===== src/design/pccr_defines.svh =====
// register offsets, field positions and timing figures of the common config
`ifndef PCCR_DEFINES_SVH
`define PCCR_DEFINES_SVH

`define PCCR_OFF_OFSEL   8'h00
`define PCCR_OFF_OFFER   8'h04
`define PCCR_OFF_ACCSEL  8'h08
`define PCCR_OFF_ACCEPT  8'h0C
`define PCCR_OFF_MISC    8'h10
`define PCCR_OFF_STATUS  8'h14
`define PCCR_OFF_QSIZE   8'h18
`define PCCR_OFF_QEN     8'h1C
`define PCCR_OFF_DESC_LO 8'h20
`define PCCR_OFF_DESC_HI 8'h24
`define PCCR_OFF_DRV_LO  8'h28
`define PCCR_OFF_DRV_HI  8'h2C
`define PCCR_OFF_DEV_LO  8'h30
`define PCCR_OFF_DEV_HI  8'h34
`define PCCR_OFF_QTAG    8'h38
`define PCCR_OFF_STRIDE  8'h3C

`define PCCR_LO16 15:0
`define PCCR_HI16 31:16
`define PCCR_B0   7:0
`define PCCR_LO32 31:0
`define PCCR_HI32 63:32
`define PCCR_QRST_BIT 16

`define PCCR_CAP_BASE_LEN   8'h10
`define PCCR_NOTIFY_XTRA    8'h04
`define PCCR_SLICE_LO       32'h0000_0000
`define PCCR_SLICE_HI       32'h0000_0001

`define PCCR_CLK_NS         100
`define PCCR_DEV_RESET_NS   2000
`define PCCR_QUEUE_RESET_NS 500

`endif


===== src/design/pccr_pkg.sv =====
// types shared by the common configuration register block
package pccr_pkg;

  typedef enum logic [0:0]
  {
    PCCR_RUN       = 1'b0,
    PCCR_RESETTING = 1'b1
  } pccr_dev_t;

  typedef struct packed {
    logic        req;
    logic        wr;
    logic [7:0]  addr;
    logic [3:0]  be;
    logic [31:0] wdata;
  } pccr_req_t;

  typedef struct packed {
    logic        valid;
    logic [31:0] rdata;
  } pccr_rsp_t;

endpackage : pccr_pkg


===== src/design/pccr_common_cfg.sv =====
// common configuration register bank with per-queue banked fields
`include "pccr_defines.svh"

module pccr_common_cfg #(
  parameter int          NQ          = 4,
  parameter logic [15:0] QMAX        = 16'h0100,
  parameter logic [63:0] OFFERED     = 64'h0000_0184_0000_0000,
  parameter int          PACKED_BIT  = 34,
  parameter int          TAG_BIT     = 39,
  parameter int          RRESET_BIT  = 40,
  parameter logic [31:0] STRIDE      = 32'h0000_0004,
  parameter logic [31:0] NOTIFY_OFF  = 32'h0000_1000,
  parameter logic [31:0] COMMON_OFF  = 32'h0000_0000,
  parameter int DEV_RESET_CYCLES =
    (`PCCR_DEV_RESET_NS + `PCCR_CLK_NS - 1) / `PCCR_CLK_NS,
  parameter int QUEUE_RESET_CYCLES =
    (`PCCR_QUEUE_RESET_NS + `PCCR_CLK_NS - 1) / `PCCR_CLK_NS
) (
  input  wire logic                clock,
  input  wire logic                resetn,
  input  wire logic                clk_en,
  input  wire pccr_pkg::pccr_req_t acc,
  input  wire logic                dev_cfg_changed,
  input  wire logic                dev_cfg_read,
  output pccr_pkg::pccr_rsp_t      rsp,
  output logic [NQ-1:0]            ring_run,
  output logic [7:0]               function_state,
  output logic [7:0]               config_change_counter,
  output logic                     dev_resetting,
  output logic [31:0]              notify_addr,
  output logic [31:0]              common_region_off,
  output logic [7:0]               common_cap_len,
  output logic [7:0]               notify_cap_len
);

  localparam int QW = (NQ > 1) ? $clog2(NQ) : 1;

  typedef struct packed {
    pccr_pkg::pccr_dev_t     dstate;
    logic [15:0]             dcnt;
    logic [31:0]             ofsel;
    logic [31:0]             accsel;
    logic [63:0]             accepted;
    logic [15:0]             cfgvec;
    logic [15:0]             qsel;
    logic [7:0]              status;
    logic [7:0]              gen;
    logic                    changed;
    logic [NQ-1:0][15:0]     qsize;
    logic [NQ-1:0][15:0]     qvec;
    logic [NQ-1:0]           qen;
    logic [NQ-1:0]           qrst;
    logic [NQ-1:0][63:0]     qdesc;
    logic [NQ-1:0][63:0]     qdrv;
    logic [NQ-1:0][63:0]     qdev;
    logic                    qbusy;
    logic [QW-1:0]           qidx;
    logic [15:0]             qcnt;
    logic [NQ-1:0]           run;
    logic [31:0]             naddr;
    logic [31:0]             coff;
    logic [7:0]              clen;
    logic [7:0]              nlen;
    pccr_pkg::pccr_rsp_t     rsp;
  } pccr_state_t;

  pccr_state_t st;
  pccr_state_t next_st;

  function automatic pccr_state_t init_state();
    pccr_state_t s;
    s       = '0;
    s.qsize = {NQ{QMAX}};
    s.clen  = `PCCR_CAP_BASE_LEN;
    s.nlen  = `PCCR_CAP_BASE_LEN + `PCCR_NOTIFY_XTRA;
    s.coff  = {COMMON_OFF[31:2], 2'b00};
    return s;
  endfunction : init_state

  function automatic logic [31:0] merge32(input logic [31:0] old_w,
                                          input logic [31:0] new_w,
                                          input logic [3:0]  be);
    logic [31:0] r;
    r = old_w;
    for (int b = 0; b < 4; b++)
      if (be[b])
        r[b*8 +: 8] = new_w[b*8 +: 8];
    return r;
  endfunction : merge32

  function automatic logic [31:0] slice64(input logic [63:0] v,
                                          input logic [31:0] sel);
    if (sel == `PCCR_SLICE_LO)
      return v[`PCCR_LO32];
    else if (sel == `PCCR_SLICE_HI)
      return v[`PCCR_HI32];
    else
      return '0;
  endfunction : slice64

  function automatic logic is_pow2(input logic [15:0] v);
    return (v != '0) && ((v & (v - 16'h0001)) == '0);
  endfunction : is_pow2

  function automatic logic [QW-1:0] first_set(input logic [NQ-1:0] v);
    logic [QW-1:0] r;
    r = '0;
    for (int i = NQ - 1; i >= 0; i--)
      if (v[i])
        r = QW'(i);
    return r;
  endfunction : first_set

  // notify index of a queue equals its number; so does its tag value once TAG_BIT is accepted, else the tag reads zero
  function automatic logic [15:0] notify_index(input logic [QW-1:0] q);
    return 16'(q);
  endfunction : notify_index

  always_comb
  begin
    logic [31:0]   cur;
    logic [31:0]   mw;
    logic [QW-1:0] idx;
    logic          qv;
    logic          packed_neg;
    logic          rr_neg;
    logic          tag_neg;
    logic          wr_ok;
    logic          bump;
    cur        = '0;
    mw         = '0;
    bump       = dev_cfg_read && st.changed;
    next_st    = st;
    idx        = st.qsel[QW-1:0];
    qv         = st.qsel < 16'(NQ);
    packed_neg = st.accepted[PACKED_BIT];
    rr_neg     = st.accepted[RRESET_BIT];
    tag_neg    = st.accepted[TAG_BIT];
    wr_ok      = acc.req && acc.wr && (st.dstate == pccr_pkg::PCCR_RUN);
    next_st.rsp.valid = 1'b0;

    unique case (acc.addr)
      `PCCR_OFF_OFSEL:   cur = st.ofsel;
      `PCCR_OFF_OFFER:   cur = slice64(OFFERED, st.ofsel);
      `PCCR_OFF_ACCSEL:  cur = st.accsel;
      `PCCR_OFF_ACCEPT:  cur = slice64(st.accepted, st.accsel);
      `PCCR_OFF_MISC:    cur = {16'(NQ), st.cfgvec};
      `PCCR_OFF_STATUS:  cur = {st.qsel, st.gen, st.status};
      `PCCR_OFF_QSIZE:   cur = qv ? {st.qvec[idx], st.qsize[idx]} : '0;
      `PCCR_OFF_QEN:     cur = qv ? {notify_index(idx), 15'h0000,
                                     st.qen[idx]} : '0;
      `PCCR_OFF_DESC_LO: cur = qv ? st.qdesc[idx][`PCCR_LO32] : '0;
      `PCCR_OFF_DESC_HI: cur = qv ? st.qdesc[idx][`PCCR_HI32] : '0;
      `PCCR_OFF_DRV_LO:  cur = qv ? st.qdrv[idx][`PCCR_LO32] : '0;
      `PCCR_OFF_DRV_HI:  cur = qv ? st.qdrv[idx][`PCCR_HI32] : '0;
      `PCCR_OFF_DEV_LO:  cur = qv ? st.qdev[idx][`PCCR_LO32] : '0;
      `PCCR_OFF_DEV_HI:  cur = qv ? st.qdev[idx][`PCCR_HI32] : '0;
      `PCCR_OFF_QTAG:    cur = qv ? {15'h0000, rr_neg & st.qrst[idx],
                                     tag_neg ? notify_index(idx)
                                             : 16'h0000} : '0;
      `PCCR_OFF_STRIDE:  cur = STRIDE;
      default:           cur = '0;
    endcase
    mw = merge32(cur, acc.wdata, acc.be);

    if (acc.req && !acc.wr)
    begin
      next_st.rsp.valid = 1'b1;
      next_st.rsp.rdata = cur;
    end

    // a change in the same cycle as the read stays pending
    if (bump)
    begin
      next_st.gen     = st.gen + 8'h01;
      next_st.changed = dev_cfg_changed;
    end
    else if (dev_cfg_changed)
      next_st.changed = 1'b1;

    // queue reset engine, one queue at a time, lowest first
    if (st.qbusy)
    begin
      if (st.qcnt == '0)
      begin
        next_st.qrst[st.qidx]  = 1'b0;
        next_st.qen[st.qidx]   = 1'b0;
        next_st.qsize[st.qidx] = QMAX;
        next_st.qvec[st.qidx]  = '0;
        next_st.qdesc[st.qidx] = '0;
        next_st.qdrv[st.qidx]  = '0;
        next_st.qdev[st.qidx]  = '0;
        next_st.qbusy          = 1'b0;
      end
      else
        next_st.qcnt = st.qcnt - 16'h0001;
    end
    else if (|st.qrst)
    begin
      next_st.qbusy = 1'b1;
      next_st.qidx  = first_set(st.qrst);
      next_st.qcnt  = 16'(QUEUE_RESET_CYCLES - 1);
    end

    if (wr_ok)
    begin
      unique case (acc.addr)
        `PCCR_OFF_OFSEL:  next_st.ofsel  = mw;
        `PCCR_OFF_ACCSEL: next_st.accsel = mw;
        `PCCR_OFF_ACCEPT:
        begin
          if (st.accsel == `PCCR_SLICE_LO)
            next_st.accepted[`PCCR_LO32] = mw & OFFERED[`PCCR_LO32];
          else if (st.accsel == `PCCR_SLICE_HI)
            next_st.accepted[`PCCR_HI32] = mw & OFFERED[`PCCR_HI32];
        end
        `PCCR_OFF_MISC:   next_st.cfgvec = mw[`PCCR_LO16];
        `PCCR_OFF_STATUS:
        begin
          next_st.qsel = mw[`PCCR_HI16];
          if (acc.be[0] && mw[`PCCR_B0] == 8'h00)
          begin
            next_st.dstate = pccr_pkg::PCCR_RESETTING;
            next_st.dcnt   = 16'(DEV_RESET_CYCLES - 1);
          end
          else
            next_st.status = mw[`PCCR_B0];
        end
        `PCCR_OFF_QSIZE:
          if (qv)
          begin
            next_st.qvec[idx] = mw[`PCCR_HI16];
            if (packed_neg ? (mw[`PCCR_LO16] != '0)
                           : is_pow2(mw[`PCCR_LO16]))
              next_st.qsize[idx] = mw[`PCCR_LO16];
          end
        `PCCR_OFF_QEN:
          if (qv && acc.be[0] && mw[0])
          begin
            next_st.qen[idx]  = 1'b1;
            next_st.qrst[idx] = 1'b0;
            // also cancels a queue that the engine picks up this cycle
            if (next_st.qbusy && next_st.qidx == idx)
              next_st.qbusy = 1'b0;
          end
        `PCCR_OFF_DESC_LO:
          if (qv) next_st.qdesc[idx][`PCCR_LO32] = mw;
        `PCCR_OFF_DESC_HI:
          if (qv) next_st.qdesc[idx][`PCCR_HI32] = mw;
        `PCCR_OFF_DRV_LO:
          if (qv) next_st.qdrv[idx][`PCCR_LO32] = mw;
        `PCCR_OFF_DRV_HI:
          if (qv) next_st.qdrv[idx][`PCCR_HI32] = mw;
        `PCCR_OFF_DEV_LO:
          if (qv) next_st.qdev[idx][`PCCR_LO32] = mw;
        `PCCR_OFF_DEV_HI:
          if (qv) next_st.qdev[idx][`PCCR_HI32] = mw;
        `PCCR_OFF_QTAG:
          if (qv && rr_neg && mw[`PCCR_QRST_BIT])
            next_st.qrst[idx] = 1'b1;
        default: ;
      endcase
    end

    if (st.dstate == pccr_pkg::PCCR_RESETTING)
    begin
      if (st.dcnt == '0)
      begin
        next_st         = init_state();
        // a config read on the completion edge still bumps generation
        next_st.gen     = bump ? st.gen + 8'h01 : st.gen;
        next_st.changed = bump ? dev_cfg_changed
                               : (st.changed | dev_cfg_changed);
        next_st.rsp     = st.rsp;
        next_st.rsp.valid = acc.req && !acc.wr;
        if (acc.req && !acc.wr)
          next_st.rsp.rdata = cur;
      end
      else
        next_st.dcnt = st.dcnt - 16'h0001;
    end

    next_st.run   = (next_st.dstate == pccr_pkg::PCCR_RUN)
                    ? (next_st.qen & ~next_st.qrst) : '0;
    next_st.naddr = NOTIFY_OFF + 32'(notify_index(next_st.qsel[QW-1:0])
                    * STRIDE);
    next_st.coff  = {COMMON_OFF[31:2], 2'b00};
    next_st.clen  = `PCCR_CAP_BASE_LEN;
    next_st.nlen  = `PCCR_CAP_BASE_LEN + `PCCR_NOTIFY_XTRA;
  end

  always_ff @(posedge clock or negedge resetn)
  begin
    if (!resetn)
      st <= init_state();
    else if (clk_en)
      st <= next_st;
  end

  assign rsp                   = st.rsp;
  assign ring_run              = st.run;
  assign function_state        = st.status;
  assign config_change_counter = st.gen;
  assign dev_resetting         = (st.dstate == pccr_pkg::PCCR_RESETTING);
  assign notify_addr           = st.naddr;
  assign common_region_off     = st.coff;
  assign common_cap_len        = st.clen;
  assign notify_cap_len        = st.nlen;
endmodule : pccr_common_cfg


===== config.mk =====
export PLATFORM = sky130hd
export DESIGN_NAME = pccr_common_cfg
export DESIGN_NICKNAME = d
export VERILOG_FILES = /design/src/design/pccr_pkg.sv /design/src/design/pccr_common_cfg.sv
export VERILOG_INCLUDE_DIRS = /design/src /design/src/design
export SDC_FILE = /design/constraint.sdc
export NUM_CORES = 2
export LEC_CHECK = 0
export BUFFER_PORTS_ARGS = -buffer_cell sky130_fd_sc_hd__buf_2
export CELL_PAD_IN_SITES_DETAIL_PLACEMENT = 0
export CELL_PAD_IN_SITES_GLOBAL_PLACEMENT = 1
export CORE_MARGIN = 10
export CORE_UTILIZATION = 54
export DETAILED_ROUTE_END_ITERATION = 16
export PLACE_DENSITY = 0.9
export SKIP_LAST_GASP = 1
export SLEW_MARGIN = 25
export SYNTH_ARGS = -nofsm -noshare
export SYNTH_HDL_FRONTEND = slang
export SYNTH_SLANG_ARGS = --single-unit

===== constraint.sdc =====
create_clock -name clock -period 11.41 [get_ports clock]
set_input_delay 2.282 -clock clock [delete_from_list [all_inputs] [get_ports clock]]
set_output_delay 2.282 -clock clock [all_outputs]
set_load 0.03 [all_outputs]

==> flow_summary.json <==
{
  "outcome": "completed",
  "syn_to_final_growth_pct": 9.28,
  "crit_end": "st[1026]",
  "grt_first_pass_wirelength_um": 291000,
  "synth_seq_cells": 1155,
  "p_total_uw": 8750,
  "grt_max_degree": 182,
  "start_util": 0.545,
  "whs_ps": 470,
  "crit_slowest_cell": "o41ai_4",
  "place.gp.congestion": 0.972,
  "synth-edff-count": 0,
  "final_common_cell": "dfrtp_1",
  "path_max_fanout": 34,
  "dr.pass1.iters": 6,
  "fmax_ghz": 0.141,
  "p_per_area_nw_per_um2": 147,
  "cts_tree": "yes",
  "setup_viol": 0,
  "grt_use_met1": 0.452,
  "hold_class": "reg2reg",
  "endpoint_kind": "flip-flop",
  "grt_pass1_vias": 42500,
  "layout-drive-gt1-share": 0.170,
  "required_ps": 12020,
  "port_buffers": 107,
  "netlist-cell-type-count": 95,
  "nets": 4871,
  "ant_nets": 0,
  "cp-start-kind": "input pin",
  "drc": 0,
  "rrSetupSlack_ps": 4860,
  "syn_area_um2": 54600,
  "yosys.area_share.adder": 0.00110,
  "wl_per_cell_um": 31.8,
  "avgViaCountPerCell": 7.07,
  "grtUsageMet2": 0.486,
  "drv_cap": 0,
  "core.rowCount": 116,
  "startpoint": "acc[38]",
  "hold_buffers": 0,
  "grt_usage": 0.343,
  "reg2reg_depth": 15,
  "synth-simple-area-share": 0.103,
  "synth_top_family_by_area": "compound AO/OA/AOI/OAI gates",
  "slew_headroom": 0.241,
  "pin_count": 185,
  "post-route-util": 0.596,
  "chipWidth_um": 338,
  "wirelength_um": 197000,
  "cts_buffer_depth": 3,
  "layout_setup_ws_ps": 4330,
  "vdd_drop_max_uv": 132,
  "pre_cts_ws_ps": 3820,
  "ys_async_sr_fraction": 1.00,
  "overflow": 0,
  "drtIter0Drc": 6797,
  "crit-reg2reg-launch": "st[1057]",
  "finalSetupTns_ps": 0,
  "post-route-period-util": 0.621,
  "cpPeakStageDelay_ps": 740,
  "synth_mux_area_frac": 0.112,
  "dpl.hpwl_um": 131000,
  "cts_setup_buffers": 0,
  "syn_inst": 4929,
  "dieArea_um2": 114000,
  "skew_ps": 35.6,
  "critPathKind": "in2reg",
  "vias": 44000,
  "final_cell_mix": "1149 x dfrtp_1, 769 x o21ai_0, 570 x nand2_1",
  "hold_viol": 0,
  "ys_seq_area_frac": 0.530,
  "antenna_found_initial": 11,
  "synth_xor_area_frac": 0.00369,
  "htree_levels": 3,
  "arrival_ps": 7690,
  "cts_root_buf": "clkbuf_16",
  "synth.avg_cell_area_um2": 11.1,
  "clk_pin_slew_worst_paths_ps": 60,
  "synth_compound_area_frac": 0.197,
  "die_y_um": 338,
  "grt.busiest_layer": "met2",
  "path_cells": "buf_2 -> nor4b_2 -> buf_4 -> and2_1 -> buf_4 -> a22o_1 -> o31ai_1 -> a41o_1 -> and3_1 -> nand3_1 -> maj3_2 -> o21ai_4 -> nand3_2 -> o41ai_4 -> buf_6 -> a2bb2o_1",
  "clkLatencyLatePin_ps": 740,
  "post_cts_resized": 0,
  "drv_slew": 0,
  "ys_warn_count": 0,
  "synth_ff_type": "dfrtp_1",
  "cp_common_cell": "buf_4",
  "worst_slew_pin_slew_ps": 1130,
  "p_leak_uw": 0.0261,
  "globalRouteMet3Util": 0.131,
  "fin_crit_ps": 7080,
  "rsz0062_at_grt": "false",
  "cts_buffers": 114,
  "cts_sinks": 1155,
  "worstReg2RegEnd": "st[1026]",
  "core-area_um2": 100000
}
==> critical path, delay by kind of cell <==
| family | cells | cell delay, ps |
|---|---|---|
| AO/OA/AOI/OAI | 6 | 2850 |
| buffers and inverters | 4 | 1140 |
| AND/OR/NAND/NOR | 5 | 1010 |
| adder cells (fa/ha/maj) | 1 | 360 |
==> how the worst min path moves through the flow <==
stage,start,endpoint,slack [ps],cells after the start
after floorplan,st[950],st[950],430,2
after detailed placement,notify_addr[12],notify_addr[12],460,1
after global placement,notify_addr[12],notify_addr[12],440,1
after global routing,rsp[15],rsp[15],490,2
final,rsp[15],rsp[15],470,2
after CTS,notify_addr[12],notify_addr[12],470,1
==> power breakdown <==
group,internal [uW],switching (uW),total [uW]
logic,158,448,606
clock network,2230,1690,3910
registers,4160,75.6,4230
total,6540,2210,8750
==> registers in the layout (all words and copies together) (netlist names) <==
name,cells
dev_resetting,1
ring_run,4
function_state,8
notify_addr,1
rsp,33
config_change_counter,8
st,1100
==> layout make-up <==
cell class	count	area, um^2
inverters	54	203
diodes	6	15.0
multi-input cells	3259	23400
flip-flops and latches	1155	28900
fillers	7999	40500
repair buffers	233	1670
clock inverters	45	508
clock buffers	164	3330
well taps	1298	1620
==> cells in the mapped netlist, drive strengths merged, types with 20 or more instances <==
library cell / count / area share
and3: 31 / 0.0036
a32o: 37 / 0.0068
a22oi: 91 / 0.013
dfrtp: 1151 / 0.53
buf: 228 / 0.029
mux2: 66 / 0.014
o21ai: 810 / 0.074
nor2: 323 / 0.022
inv: 52 / 0.0036
nor3: 49 / 0.0049
a31oi: 20 / 0.0027
nor4: 35 / 0.0049
and2: 84 / 0.0096
mux2i: 30 / 0.0055
nand2: 571 / 0.039
clkbuf: 308 / 0.021
a22o: 439 / 0.070
a21oi: 44 / 0.0041
mux4: 226 / 0.093
nand3: 79 / 0.0073
==> per-stage QoR <==
stage | std cells | instance area (um^2)
floorplan | 5004 | 54900
global placement | 5993 | 55600
detailed placement | 5996 | 55700
CTS | 6205 | 59500
global route | 6210 | 59600
finish | 6214 | 59700
==> metal layers <==
metal	wire length, um	share of wire
met4	12200	0.062
met3	29100	0.15
met1	72300	0.37
met2	83700	0.42
met5	41	0.00021
==> cell families after synthesis <==
family,after synthesis
AO/OA/AOI/OAI,1578
XOR/XNOR,23
adder cells (fa/ha/maj),5
buffers and inverters,590
flip-flops,1155
multiplexers,322
other,2
AND/OR/NAND/NOR,1254
(Power assumes the default switching activity.)
